==> src/design/skip_timer_pkg.sv <==
// Constants and types for the skip test and timer 1 load logic.
package skip_timer_pkg;
	localparam int          INSTR_W      = 10;
	localparam int          NIBBLE_W     = 4;
	localparam int          TIMER_W      = 8;
	localparam int          PORT_D_BITS  = 6;
	localparam int          Y_W          = 3;
	localparam int          PICK_W       = 8;
	localparam int          J_W          = 2;
	// Opcodes; the memory-bit test carries its index in the two low bits.
	localparam logic [9:0]  OP_MEM_BIT   = 10'h020;
	localparam logic [9:0]  OP_MEM_MASK  = 10'h3fc;
	localparam logic [9:0]  OP_CARRY     = 10'h02f;
	localparam logic [9:0]  OP_PORT_W1   = 10'h024;
	localparam logic [9:0]  OP_PORT_W2   = 10'h02b;
	localparam logic [9:0]  OP_T1_LOAD   = 10'h230;
	localparam logic [7:0]  TIMER_RESET  = 8'h00;
	localparam logic [7:0]  RELOAD_RESET = 8'h00;
	localparam logic [5:0]  PORT_RESET   = 6'h00;

	typedef enum logic [0:0] {
		ST_IDLE  = 1'b0,
		ST_PORT2 = 1'b1
	} seq_state_t;
endpackage : skip_timer_pkg

==> src/design/bit_pick_if.sv <==
// Carrier between the main logic and the bit selector.
`timescale 1ns/100ps
interface bit_pick_if;
	import skip_timer_pkg::*;
	logic [PICK_W-1:0] word;
	logic [Y_W-1:0]    sel;
	logic              bit_out;
	modport chooser (output word, output sel, input bit_out);
	modport picker  (input word, input sel, output bit_out);
endinterface : bit_pick_if

==> src/design/skip_timer_ops.sv <==
// Skip tests and timer 1 load for the 4-bit core.
// How it works
// - Skip when memory bit j at pointer is zero.
// - Skip on carry zero; carry never altered.
// - Carry one: next instruction executes normally.
// - Two-word port test skips when D(Y) zero.
// - Register B loads timer 1, reload high nibbles.
// - Accumulator loads timer 1, reload low nibbles.
`timescale 1ns/100ps
module skip_timer_ops
	import skip_timer_pkg::*;
(
	// Clock and reset.
	input  wire logic                mclk_i,
	input  wire logic                reset_i,
	// Instruction stream from the sequencer.
	input  wire logic                instr_valid_i,
	input  wire logic [INSTR_W-1:0]  instr_i,
	// Core state.
	input  wire logic [NIBBLE_W-1:0] mem_word_i,
	input  wire logic                carry_flag_i,
	input  wire logic [Y_W-1:0]      y_reg_i,
	input  wire logic [NIBBLE_W-1:0] acc_i,
	input  wire logic [NIBBLE_W-1:0] reg_b_i,
	// Port D pins.
	input  wire logic [PORT_D_BITS-1:0] port_d_i,
	// Sequencer answers.
	output logic                     skip_o,
	output logic                     busy_o,
	// Timer 1.
	output logic                     timer1_load_o,
	output logic [TIMER_W-1:0]       timer1_value_o,
	output logic [TIMER_W-1:0]       timer1_reload_reg_o
);
	logic [PORT_D_BITS-1:0] port_meta;
	logic [PORT_D_BITS-1:0] port_sync;
	seq_state_t             state;
	seq_state_t             next_state;
	logic                   next_skip;
	logic                   next_busy;
	logic                   next_load;
	logic [TIMER_W-1:0]     next_value;
	logic [TIMER_W-1:0]     next_reload;
	logic                   is_mem_bit;
	logic                   is_carry;
	logic                   is_port_w1;
	logic                   is_port_w2;
	logic                   is_t1_load;
	logic                   mem_bit;
	logic                   port_bit_ref;

	bit_pick_if pick ();

	bit_picker u_port_pick (
		.pick (pick.picker)
	);

	// Pins are synchronised before the selector reads them.
	always_ff @(posedge mclk_i) begin
		if (reset_i) begin
			port_meta <= PORT_RESET;
			port_sync <= PORT_RESET;
		end else begin
			port_meta <= port_d_i;
			port_sync <= port_meta;
		end
	end

	// Bits above the implemented port read as zero.
	assign pick.word = {{(PICK_W-PORT_D_BITS){1'b0}}, port_sync};
	assign pick.sel  = y_reg_i;

	// Y above the implemented port bits picks a padding zero, so the
	// test skips; software has to keep Y in range.
	assign port_bit_ref = (int'(y_reg_i) < PORT_D_BITS)
		&& port_sync[y_reg_i];

	always_comb begin
		is_mem_bit = instr_valid_i && ((instr_i & OP_MEM_MASK) == OP_MEM_BIT);
		is_carry   = instr_valid_i && (instr_i == OP_CARRY);
		is_port_w1 = instr_valid_i && (instr_i == OP_PORT_W1);
		is_port_w2 = instr_valid_i && (instr_i == OP_PORT_W2);
		is_t1_load = instr_valid_i && (instr_i == OP_T1_LOAD);
		mem_bit    = mem_word_i[instr_i[J_W-1:0]];
	end

	// Sequencing and skip decision.
	always_comb begin
		next_state = ST_IDLE;
		next_skip  = 1'b0;
		next_busy  = 1'b0;
		case (state)
			ST_IDLE: begin
				if (is_mem_bit) begin
					next_skip = ~mem_bit;
				end else if (is_carry) begin
					// Carry is only read here, never written.
					next_skip = ~carry_flag_i;
				end else if (is_port_w1) begin
					next_state = ST_PORT2;
					next_busy  = 1'b1;
				end
			end
			ST_PORT2: begin
				if (is_port_w2) begin
					next_skip = ~pick.bit_out;
				end else if (!instr_valid_i) begin
					// Wait for the second word to arrive.
					next_state = ST_PORT2;
					next_busy  = 1'b1;
				end
			end
			default: begin
				next_state = ST_IDLE;
			end
		endcase
	end

	always_ff @(posedge mclk_i) begin
		if (reset_i) begin
			state  <= ST_IDLE;
			skip_o <= 1'b0;
			busy_o <= 1'b0;
		end else begin
			state  <= next_state;
			skip_o <= next_skip;
			busy_o <= next_busy;
		end
	end

	// Timer 1 and its reload register take the same byte in one cycle.
	always_comb begin
		next_load   = 1'b0;
		next_value  = timer1_value_o;
		next_reload = timer1_reload_reg_o;
		// A load word that arrives during a port test only ends that test.
		if (is_t1_load && state == ST_IDLE) begin
			next_load   = 1'b1;
			next_value  = {reg_b_i, acc_i};
			next_reload = {reg_b_i, acc_i};
		end
	end

	always_ff @(posedge mclk_i) begin
		if (reset_i) begin
			timer1_load_o       <= 1'b0;
			timer1_value_o      <= TIMER_RESET;
			timer1_reload_reg_o <= RELOAD_RESET;
		end else begin
			timer1_load_o       <= next_load;
			timer1_value_o      <= next_value;
			timer1_reload_reg_o <= next_reload;
		end
	end
endmodule : skip_timer_ops

==> src/design/bit_picker.sv <==
// Selects one bit of a word by an index.
`timescale 1ns/100ps
module bit_picker
	import skip_timer_pkg::*;
(
	bit_pick_if.picker pick
);
	assign pick.bit_out = pick.word[pick.sel];
endmodule : bit_picker

==> config.mk <==
export PLATFORM = sky130hd
export DESIGN_NAME = skip_timer_ops
export DESIGN_NICKNAME = d
export VERILOG_FILES = /design/src/design/skip_timer_pkg.sv /design/src/design/bit_pick_if.sv /design/src/design/skip_timer_ops.sv /design/src/design/bit_picker.sv
export SDC_FILE = /design/constraint.sdc
export NUM_CORES = 1
export LEC_CHECK = 0
export ABC_AREA = 1
export BUFFER_PORTS_ARGS = -buffer_cell sky130_fd_sc_hd__buf_2
export CORE_UTILIZATION = 38
export DETAILED_ROUTE_END_ITERATION = 6
export PLACE_DENSITY_LB_ADDON = 0.12
export SETUP_SLACK_MARGIN = 0.5
export SLEW_MARGIN = 5
export SYNTH_ARGS = -nofsm -noshare
export SYNTH_HDL_FRONTEND = slang
export SYNTH_SLANG_ARGS = --single-unit
export TNS_END_PERCENT = 50
==> constraint.sdc <==
create_clock -name mclk_i -period 1.8 [get_ports mclk_i]
set_input_delay 0.09 -clock mclk_i [delete_from_list [all_inputs] [get_ports mclk_i]]
set_output_delay 0.09 -clock mclk_i [all_outputs]
set_load 0.01 [all_outputs]
Word level (Yosys, flattened, before mapping)

Cells that the tools add are included.

Memory bits (writable): 0
Bits in read-only memories: 0
Output and inout bits: 19
Input bits: 35
Bits in latches: 0
Register bits: 23
Memories: 0
Word-level logic and storage cells: 38

Reduce and logical (&&, ||, !) cells: 6
Shifts and indexed selects: 0
Divide/modulo/power cells: 0
Bitwise gates (word level): 4
Add/subtract/negate cells: 0
Mux-type cells: 15
Multipliers: 0
Equal/unequal tests: 5
Order comparisons: 2

Operators with widths:

| operator               | count |
|---|---|
| $eq A10 B6 Y1 const B  | 3 |
| $mux W1                | 11 |
| $eq A10 B10 Y1 const B | 1 |
| $eq A8 B4 Y1 const B   | 1 |
| $logic_and A1 B1 Y1    | 6 |
| $lt A3 B4 Y1 const B   | 1 |
| $not A1 Y1             | 4 |
| $pmux W1 S2            | 2 |
| $bmux W1 S3            | 1 |
| $lt A2 B3 Y1 const B   | 1 |
| $bmux W1 S2            | 1 |

Longest topological paths before layout

Gate-level depths: netlist (run 1).

Depth in word-level cells: 6
Mapped depth: 8
Mapped depth without buffers: 8

Modules after synthesis

Synthesis (run 1) repeated with hierarchy kept, for this count alone.

Cell total of the unflattened synthesis: 170
Area total of the unflattened synthesis: 1134.8 um2

Modules (own cells, without submodules):

| module         | times used | area an instance (um2) | sequential area each (um2) | cells each |
|---|---|---|---|---|
| skip_timer_ops | 1          | 1024.7                 | 460.4                      | 142 |
| bit_picker     | 1          | 110.1                  | 0.0                        | 28 |

Least setup slack after synthesis (run 1)

Ideal clock, no wire load.

Path kind: register to register
Start point: reg state
End point: reg timer1_reload_reg_o[0]
Buffers on the path: 0
Path slack: 0.689 ns
Arrival time: 0.995 ns
Stages on the path, launching flop included: 7
Data required time: 1.684 ns
Setup time: 0.116 ns
Clock period less this slack: 1.111 ns
Cell sequence: dfxtp_1 inv_1 nand2_1 nor3_4 nand2_4 o21ai_0 nor2_1

Cells in the longest elaborated chain, start to end: 2

RTL lines:

| element                | RTL line              | RTL |
|---|---|---|
| start, declared        | skip_timer_ops.sv:37  | `seq_state_t state;` |
| start signal, assigned | skip_timer_ops.sv:125 | `state <= next_state;` |
| $not A1 Y1             | -                     |  |
| $logic_and A1 B1 Y1    | skip_timer_ops.sv:137 | `if (is_t1_load && state == ST_IDLE) begin` |
| end signal, assigned   | skip_timer_ops.sv:152 | `timer1_reload_reg_o <= next_reload;` |
| end, declared          | skip_timer_ops.sv:33  | `output logic [TIMER_W-1:0] timer1_reload_reg_o` |

Every way passes these cells.
A chain may end at the register's enable or synchronous reset.

Worst setup path in the final report (run 1)

Start point: reg state
End point: reg timer1_reload_reg_o[4]

The elaborated chain is that of the path after synthesis.

==> results of run 1 <==
[Yosys cell counts, drive strengths merged]
library cell / number
clkinv: 2
nand3: 9
o21ai: 9
a21oi: 2
nand4: 2
inv: 24
nor2: 42
nor3: 5
nand3b: 1
nand2: 20
dfxtp: 23
buf: 8
o211ai: 1
clkbuf: 2
[area by class of cell]
| cell class | instances | area, um2 | area share |
|---|---|---|---|
| sequential | 23 | 460 | 0.337 |
| timing repair buffer | 59 | 325 | 0.238 |
| clock buffer | 3 | 22.5 | 0.0165 |
| tap | 30 | 37.5 | 0.0274 |
| multi-input combinational | 91 | 412 | 0.301 |
| inverter | 26 | 103 | 0.0750 |
| clock inverter | 1 | 7.51 | 0.00549 |
[flip-flops by register name, indices dropped and copies added (netlist names)]
name / flops
timer1_reload_reg_o: 8
port_meta: 6
skip_o: 1
port_sync: 6
timer1_load_o: 1
state: 1
[timing repair]
item / in CTS / in global routing
hold endpoints to repair: 6 / 0
hold buffers: 6 / 0
gates resized for setup: 0 / 2
endpoints found under the setup margin: 0 / 6
[per-layer routing]
layer,GRT usage,vias up
met1,0.140,420
met3,0.0583,2
li1,-,555
met4,0.0299,0
met5,0,-
met2,0.264,30
[kinds of logic after synthesis]
family | after synthesis | share of synthesized area
buffers and inverters | 36 | 0.163
AND/OR/NAND/NOR | 79 | 0.335
AO/OA/AOI/OAI | 12 | 0.0600
flip-flops | 23 | 0.442
[metrics by stage]
| stage | hold WS, ps | worst slack [ps] |
|---|---|---|
| finish | 17.5 | 677 |
| global route | 14.9 | 539 |
| CTS | 22.8 | 569 |
| detailed placement | 296 | 598 |
| global placement | 288 | 681 |
| floorplan | 197 | 689 |
[report_power, final]
group          switching, mW  total (mW)  internal (mW)
combinational         0.0539       0.107         0.0529
clock                  0.145       0.230         0.0846
sequential           0.00281       0.524          0.521
[worst min-delay path: stages]
cell	delay, ps
buf_2	80
o21ai_1	50
nor2_1	70
[worst max-delay path by stage]
stage          startpoint                endpoint  slack (ps)  depth (start not counted)
6_report            state  timer1_reload_reg_o[4]         680                          6
5_1_grt             state  timer1_reload_reg_o[6]         540                          7
4_1_cts             state  timer1_reload_reg_o[6]         570                          6
3_5_place_dp        state  timer1_reload_reg_o[6]         600                          6
3_3_place_gp        state  timer1_reload_reg_o[7]         680                          6
2_1_floorplan       state  timer1_reload_reg_o[0]         690                          6
==> qor.csv, run 1 <==
metric;value;unit
outcome;completed;
clk_lat worst skew;300;ps
Power Dens Cells;630;mW/mm2
worst path buffer plus inverter count;1;
Die X-Extent;54.4;um
Reg2Reg Depth;6;
GR Util All Layers;0.140;
top routing layer in use;met4;
CP required;2010;ps
vias in the first global route;772;
CTS buffer count;3;
overall power;0.861;mW
WHS Path Cells;3;
Final period util;0.624;
GPL Wtd Cong;0.835;
Worst R2R Setup Slack;680;ps
Critical Path Sink Type;flop;
Worst-Margin Slew;274;ps
H-tree levels;1;
antenna violations before repair;0;
top-area cell type share of the netlist area;0.442;
Setup violations, final;0;
Hold Path End;timer1_reload_reg_o[3];
number of library cell types mapped by synthesis;19;
HP Class;in -> reg;
cells after synthesis;150;
I/O Pins;54;
Routed WL per cell;8.59;um
antenna diode count;0;
skew final;5.06;ps
worst vdd rail ir drop;0.654;mV
Pleak;0.745;nW
area grow syn2layout;31.2;%
Worst setup SP type;flop;
largest net degree at the start of global routing;17;
first-pass GRT wire length;2.97;mm
drt initial violations;8;
Non-Filler Instances;233;
r2r endpoint;timer1_reload_reg_o[4];
Post-Syn Area;0.00104;mm2
M1 WL;825;um
most frequent cells in the layout;buf_2, nor2_1, inv_1;
CTS tree;built;
RSZ-0062 raised after global routing;false;
commonest non-fill, non-tap cell in the layout;buf_2;
share of cells above drive strength 1;0.305;
via count;1007;
cell taking the most area after synthesis;dfxtp_1;
quantity of I/O buffers inserted on ports;53;
register bit total from synthesis;23;
dominant cells by area after synthesis;dfxtp_1, nor2_1, inv_1;
DR WL met2;1.05;mm
Clock Sinks;23;
Final TNS setup;0;ps
drt pass-1 iters;3;
critical path's top delay family;simple AND/OR/NAND/NOR gates;
clk root buf;clkbuf_4;
relative slew slack;0.817;
crit path DAT;1330;ps
fin. max-slew vios;0;
Hold Startpoint;acc_i[3];
crit path max fanout;9;
Routed Antenna Nets;0;
Mapped Avg Cell Area;6.95;um2
MaxCap Viol Count;0;
kind of critical path;reg -> reg;
GRT overflow;0;
share of the yosys chip area belonging to registers;0.442;
final design utilization;0.537;
Die ar.;0.00296;mm2
CP Cell Sequence;inv_1 > nand2_1 > nor3_4 > nand2_4 > o21ai_0 > nor2_1;
Max stage delay on crit path;360;ps
final wirelength;2.00;mm
fin crit period;1120;ps
Reg2Reg Launch Point;state;
clock-pin slew on the worst setup and hold paths;120;ps
clock buffer depth;2;
placed insts;223;
post-synth net total;185;
Nets;239;
Layout fillers;254;
slowest stage cell, crit path;dfxtp_1;
Post-CTS Setup Inserts;0;
# DRC;0;
Final Hold Viols;0;
placed wire-length estimate;1.58;mm
f_max;890;MHz
final std cell area, no fill;0.00137;mm2
met3 WL;111;um
row cnt;18;
Via density;4.32;
chip height;54.4;um
starting density of the core;0.410;
Placeable Area;0.00254;mm2
post-placement cell area;0.00128;mm2
Ys Warns;0;
Note: power is estimated with default switching activity, not from simulation.
==> run 2: changes to the inputs <==
- ABC_AREA: 1 -> 0
- CORE_UTILIZATION: 38 -> 37
- clock period: 1.8 -> 1 ns (I/O delays scaled with it)
==> run 2 against run 1 <==
  * The run now ends with hold timing, setup timing left
  * Count of clock-buffer cells in the layout stayed put
  * Via count is 22% lower
  * Worst hold slack lost 72 ps
  * Sequential cell count stayed put
  * Register-to-register slack got worse by 870 ps
  * Sequential share of layout area up 0.57 points
  * Clock skew decreased by 4.0 ps
  * Clock power increased by 80%
  * Global-route usage increased by 0.084 points
  * Non-clock buffer count is 6 higher
  * Critical path type unchanged
  * Critical endpoint is now skip_o
  * Largest power group unchanged
==> qor.csv, run 2 <==
metric;value;unit;change
Post-synth ARST share;0;;unchanged
failing checks;hold timing, setup timing;;
HP Class;in -> reg;;
fin crit period;1190;ps;+67.1 ps
post-synth net total;123;;-34%
drt initial violations;8;;unchanged
f_max;840;MHz;-5.6%
starting density of the core;0.400;;-0.00932
antenna violations before repair;0;;unchanged
share of the yosys chip area belonging to registers;0.505;;+0.0637
Post-synth top cells;dfxtp_1, nor2_1, nor2b_1, mux2i_1, buf_4;;
Via density;4.52;;+4.5%
number of library cell types mapped by synthesis;23;;+4
cell taking the most area after synthesis;dfxtp_1;;
Power Dens Cells;1090;mW/mm2;+73%
Placeable Area;0.00228;mm2;-11%
mux cell area share after synthesis;0.146;;+0.146
vias in the first global route;681;;-12%
worst vdd rail ir drop;0.936;mV;+43%
most frequent cells in the layout;buf_2, buf_6, dfxtp_1;;
# DRC;0;;unchanged
clk root buf;clkbuf_4;;
Worst setup SP type;flop;;
max FFs per register;8;;unchanged
Final WS setup;-191;ps;-867 ps
placed wire-length estimate;1.31;mm;-17%
Synth Area in Adders;0;;unchanged
most frequent cell after synthesis;dfxtp_1;;
area grow syn2layout;52.1;%;
Setup violations, final;11;;+11
fin. max-slew vios;0;;unchanged
via count;786;;-22%
Critical Path Sink Type;flop;;
CP required;1220;ps;-790 ps
row cnt;17;;-1
largest net degree at the start of global routing;23;;+6
CTS tree;built;;
Die X-Extent;51.6;um;-5.1%
Ys Warns;0;;unchanged
clock-pin slew on the worst setup and hold paths;120;ps;about the same
kind of critical path;reg -> reg;;
Routed Antenna Nets;0;;unchanged
Final period util;1.19;;+0.566
Post-Syn Area;911;um2;-13%
GPL Wtd Cong;0.737;;-12%
crit path DAT;1410;ps;+80 ps
Post-synth EDFFs;0;;unchanged
Final Hold Viols;12;;+12
overall power;1.51;mW;+75%
commonest non-fill, non-tap cell in the layout;buf_2;;
cells after synthesis;88;;-41%
dominant cells by area after synthesis;dfxtp_1, mux2i_1, nor2b_1;;
GRT overflow;0;;unchanged
share of cells above drive strength 1;0.548;;+0.243
skew final;1.04;ps;-4.03 ps
final design utilization;0.609;;+0.0712
Compound-Gate Fraction of Synth Area;0.0453;;-0.0147
Min Hold Slack;-54.7;ps;-72.1 ps
register bit total from synthesis;23;;unchanged
Main synth FF type;dfxtp_1;;
relative slew slack;0.792;;-0.0253
Worst-Margin Slew;308;ps;+34.0 ps
chip height;51.6;um;-5.1%
CTS buffer count;3;;unchanged
RSZ-0062 raised after global routing;true;;
Regs by FF count;timer1_reload_reg_o (8), port_meta (6), port_sync (6);;
top-area cell type share of the netlist area;0.505;;+0.0637
crit path max fanout;4;;-5
drt pass-1 iters;4;;+1
outcome;finished with violations;;
Nets;182;;-24%
H-tree levels;1;;unchanged
Clock Sinks;23;;unchanged
Mapped Avg Cell Area;10.4;um2;+49%
register area;474;um2;+3.0%
Layout fillers;209;;-18%
XOR/XNOR share of the synthesized area;0;;unchanged
Final TNS setup;-801;ps;-801 ps
Die ar.;0.00266;mm2;-9.9%
antenna diode count;0;;unchanged
GR Util All Layers;0.140;;+0.000835
Routed WL per cell;10.2;um;+19%
final wirelength;1.78;mm;-11%
clk_lat worst skew;300;ps;about the same
clock buffer depth;2;;unchanged
multi-input logic area;393;um2;-4.6%
quantity of I/O buffers inserted on ports;53;;unchanged
I/O Pins;54;;unchanged
MaxCap Viol Count;0;;unchanged
Biggest register;timer1_reload_reg_o;;
main combinational cell family by area after synthesis;simple AND/OR/NAND/NOR gates;;
simple-gate share of the synthesized area;0.216;;-0.119
first-pass GRT wire length;2.74;mm;-7.7%
Pleak;0.712;nW;-4.5%
run 2: timing repair:
item / 4_1_cts / 5_1_grt
endpoints found under the setup margin: 36 / 36
hold endpoints to repair: 13 / 13
gates resized for setup: 14 / 12
pin swaps: 2 / 1
setup buffers: 2 / 1
run 2: cells by family after synthesis:
family | after synthesis
flip-flops | 23
buffers and inverters | 13
AO/OA/AOI/OAI | 5
AND/OR/NAND/NOR | 35
multiplexers | 12
run 2: metal layers:
| layer | up-vias | global-route usage | wire (um) |
|---|---|---|---|
| met5 | - | 0 | 0 |
| met4 | 0 | 0.0541 | 14 |
| met3 | 2 | 0.0351 | 117 |
| met2 | 30 | 0.260 | 920 |
| met1 | 345 | 0.151 | 723 |
| li1 | 409 | - | - |
run 2: final timing paths:
| kind | cells past startpoint | slack (ps) | from | end |
|---|---|---|---|---|
| setup / recovery | 3 | -190 | state | skip_o |
| hold / removal | 2 | -50 | port_d_i[1] | port_meta[1] |
| setup reg to reg | 3 | -190 | state | skip_o |
| hold reg to reg | 1 | 450 | port_meta[0] | port_sync[0] |
run 2: power by group:
| group | switching (mW) | internal [mW] | leakage (nW) |
|---|---|---|---|
| sequential | 0.00396 | 0.933 | 0.192 |
| clock | 0.265 | 0.149 | 0.0177 |
| combinational | 0.0612 | 0.0948 | 0.502 |
| total | 0.330 | 1.18 | 0.712 |
run 2: layout make-up:
| type | instances | area share |
|---|---|---|
| Multi-Input combinational cell | 52 | 0.284 |
| Clock inverter | 1 | 0.00361 |
| Inverter | 2 | 0.00542 |
| Tap cell | 28 | 0.0253 |
| Timing Repair Buffer | 65 | 0.323 |
| Sequential cell | 23 | 0.342 |
| Clock buffer | 3 | 0.0163 |
run 2: critical path: stages, from the launching register on:
cell and delay (ps):
dfxtp_4 380, nor3_4 190, or4b_4 480, o41ai_2 60
run 2: per-stage QoR:
step	setup WS (ps)	instances	instance area, um2
floorplan	-161	88	926
global placement	-307	167	1210
detailed placement	-315	167	1210
CTS	-172	173	1330
global route	-210	174	1390
finish	-191	174	1390
==> run 3: changes to the inputs <==
- PLACE_DENSITY: default -> 0.75
- PLACE_DENSITY_LB_ADDON: 0.12 -> default
==> run 3 against run 2 <==
  * The flow still finishes with violations (hold timing, setup timing)
  * Fmax up 2.2%
  * Core utilization down 0.88 points
  * Clock power about the same
  * Largest cell class unchanged
  * Sequential cell count unchanged
  * Clock skew up 1.0 ps
  * Via count up 0.38%
==> qor.csv, run 3 (synthesis results as in run 2) <==
metric;value;unit;change
outcome;finished with violations;;
failing checks;hold timing, setup timing;;
skew final;2.09;ps;+1.05 ps
# DRC;0;;unchanged
Routed WL per cell;11.1;um;+8.5%
I/O Pins;54;;unchanged
HP Class;in -> reg;;
final std cell area, no fill;0.00137;mm2;-1.4%
quantity of I/O buffers inserted on ports;53;;unchanged
H-tree levels;1;;unchanged
largest net degree at the start of global routing;23;;unchanged
chip height;51.6;um;unchanged
starting density of the core;0.400;;unchanged
relative slew slack;0.802;;+0.0104
Clock Sinks;23;;unchanged
clk root buf;clkbuf_4;;
first-pass GRT wire length;2.90;mm;+6.0%
Biggest register;timer1_reload_reg_o;;
CP required;1210;ps;about the same
drt pass-1 iters;3;;-1
placed insts;163;;-2.4%
Pleak;0.687;nW;-3.5%
slowest stage cell, crit path;or4b_1;;
Final Hold Viols;13;;+1
commonest non-fill, non-tap cell in the layout;buf_2;;
Placeable Area;0.00228;mm2;unchanged
Routed Antenna Nets;0;;unchanged
MaxCap Viol Count;0;;unchanged
row cnt;17;;unchanged
antenna violations before repair;0;;unchanged
Non-Filler Instances;170;;-2.3%
RSZ-0062 raised after global routing;true;;
clock buffer depth;2;;unchanged
antenna diode count;0;;unchanged
Min Hold Slack;-56.0;ps;-1.34 ps
final wirelength;1.88;mm;+6.0%
worst vdd rail ir drop;0.938;mV;+0.17%
vias in the first global route;707;;+3.8%
Setup violations, final;9;;-2
kind of critical path;reg -> reg;;
most frequent cells in the layout;buf_2, buf_6, dfxtp_1;;
crit path DAT;1380;ps;-30 ps
Worst setup SP type;flop;;
Crit path depth;3;;unchanged
max FFs per register;8;;unchanged
fin. max-slew vios;0;;unchanged
worst path buffer plus inverter count;0;;unchanged
GPL Wtd Cong;0.778;;+5.5%
Worst-Margin Slew;293;ps;-15.5 ps
f_max;859;MHz;+2.2%
Regs by FF count;timer1_reload_reg_o (8), port_meta (6), port_sync (6);;
Reg2Reg Depth;3;;unchanged
Final period util;1.16;;-0.0260
share of cells above drive strength 1;0.535;;-0.0127
Die ar.;0.00266;mm2;unchanged
area grow syn2layout;49.9;%;
CTS tree;built;;
drt initial violations;5;;-3
CP Cell Sequence;nor3_4 > or4b_1 > o41ai_1;;
crit path max fanout;4;;unchanged
Critical Path Sink Type;flop;;
Via density;4.64;;+2.7%
via count;789;;+0.38%
Final WS setup;-165;ps;+26.0 ps
clock-pin slew on the worst setup and hold paths;120;ps;about the same
clk_lat worst skew;300;ps;about the same
WHS Path Cells;2;;unchanged
CTS buffer count;3;;unchanged
Placement Setup Slack;-351;ps;-35.1 ps
GRT overflow;0;;unchanged
placed wire-length estimate;1.38;mm;+5.4%
GR Util All Layers;0.149;;+0.00838
Power Dens Cells;1100;mW/mm2;+1.3%
Die X-Extent;51.6;um;unchanged
overall power;1.50;mW;-0.16%
Nets;178;;-2.2%
post-placement cell area;0.00118;mm2;-2.5%
Max stage delay on crit path;440;ps;-40 ps
fin crit period;1160;ps;-26.0 ps
critical path's top delay family;simple AND/OR/NAND/NOR gates;;
final design utilization;0.600;;-0.00880
[run 3: changes by cell type in the layout (fill, tap and decap cells not counted)]
cell,previous run,this run
dfxtp_1,16,14
dfxtp_4,2,1
buf_2,40,36
o41ai_2,1,0
or4b_4,1,0
dfxtp_2,5,8
o41ai_1,0,1
buf_4,9,6
buf_6,16,19
or4b_1,0,1
[run 3: worst paths after layout]
check	startpoint	to	slack (ps)
worst max-delay path	state	skip_o	-160
worst min-delay path	port_d_i[5]	port_meta[5]	-60
worst max register to register	state	skip_o	-160
worst min register to register	port_meta[4]	port_sync[4]	450
[run 3: cell type report]
class | instances | area, um2
fillers | 208 | 911
flip-flops and latches | 23 | 474
repair buffers | 61 | 439
multi-input cells | 52 | 382
well taps | 28 | 35.0
clock buffers | 3 | 22.5
inverters | 2 | 7.51
clock inverters | 1 | 5.00
[run 3: repair_timing]
action | 4_1_cts | 5_1_grt
buffers inserted | 3 | 0
hold endpoints to repair | 14 | 11
pin swaps | 1 | 1
endpoints found under the setup margin | 36 | 36
resized for setup | 16 | 12
[run 3: layer usage]
metal | routed length, um | GRT usage
met1 | 708 | 0.156
met2 | 1010 | 0.277
met3 | 137 | 0.0351
met4 | 30 | 0.0676
met5 | 0 | 0
[run 3: stage by stage]
| step | setup TNS (ps) | hold slack (ps) |
|---|---|---|
| CTS | -594 | -59.6 |
| global route | -1650 | -70.2 |
| finish | -651 | -56.0 |
| global placement | -1370 | 261 |
| detailed placement | -1600 | 262 |
| floorplan | -161 | 122 |
[run 3: report_power, final]
part,switching (mW),internal (mW)
Sequential,0.00444,0.935
Clock,0.265,0.149
Combinational,0.0606,0.0900
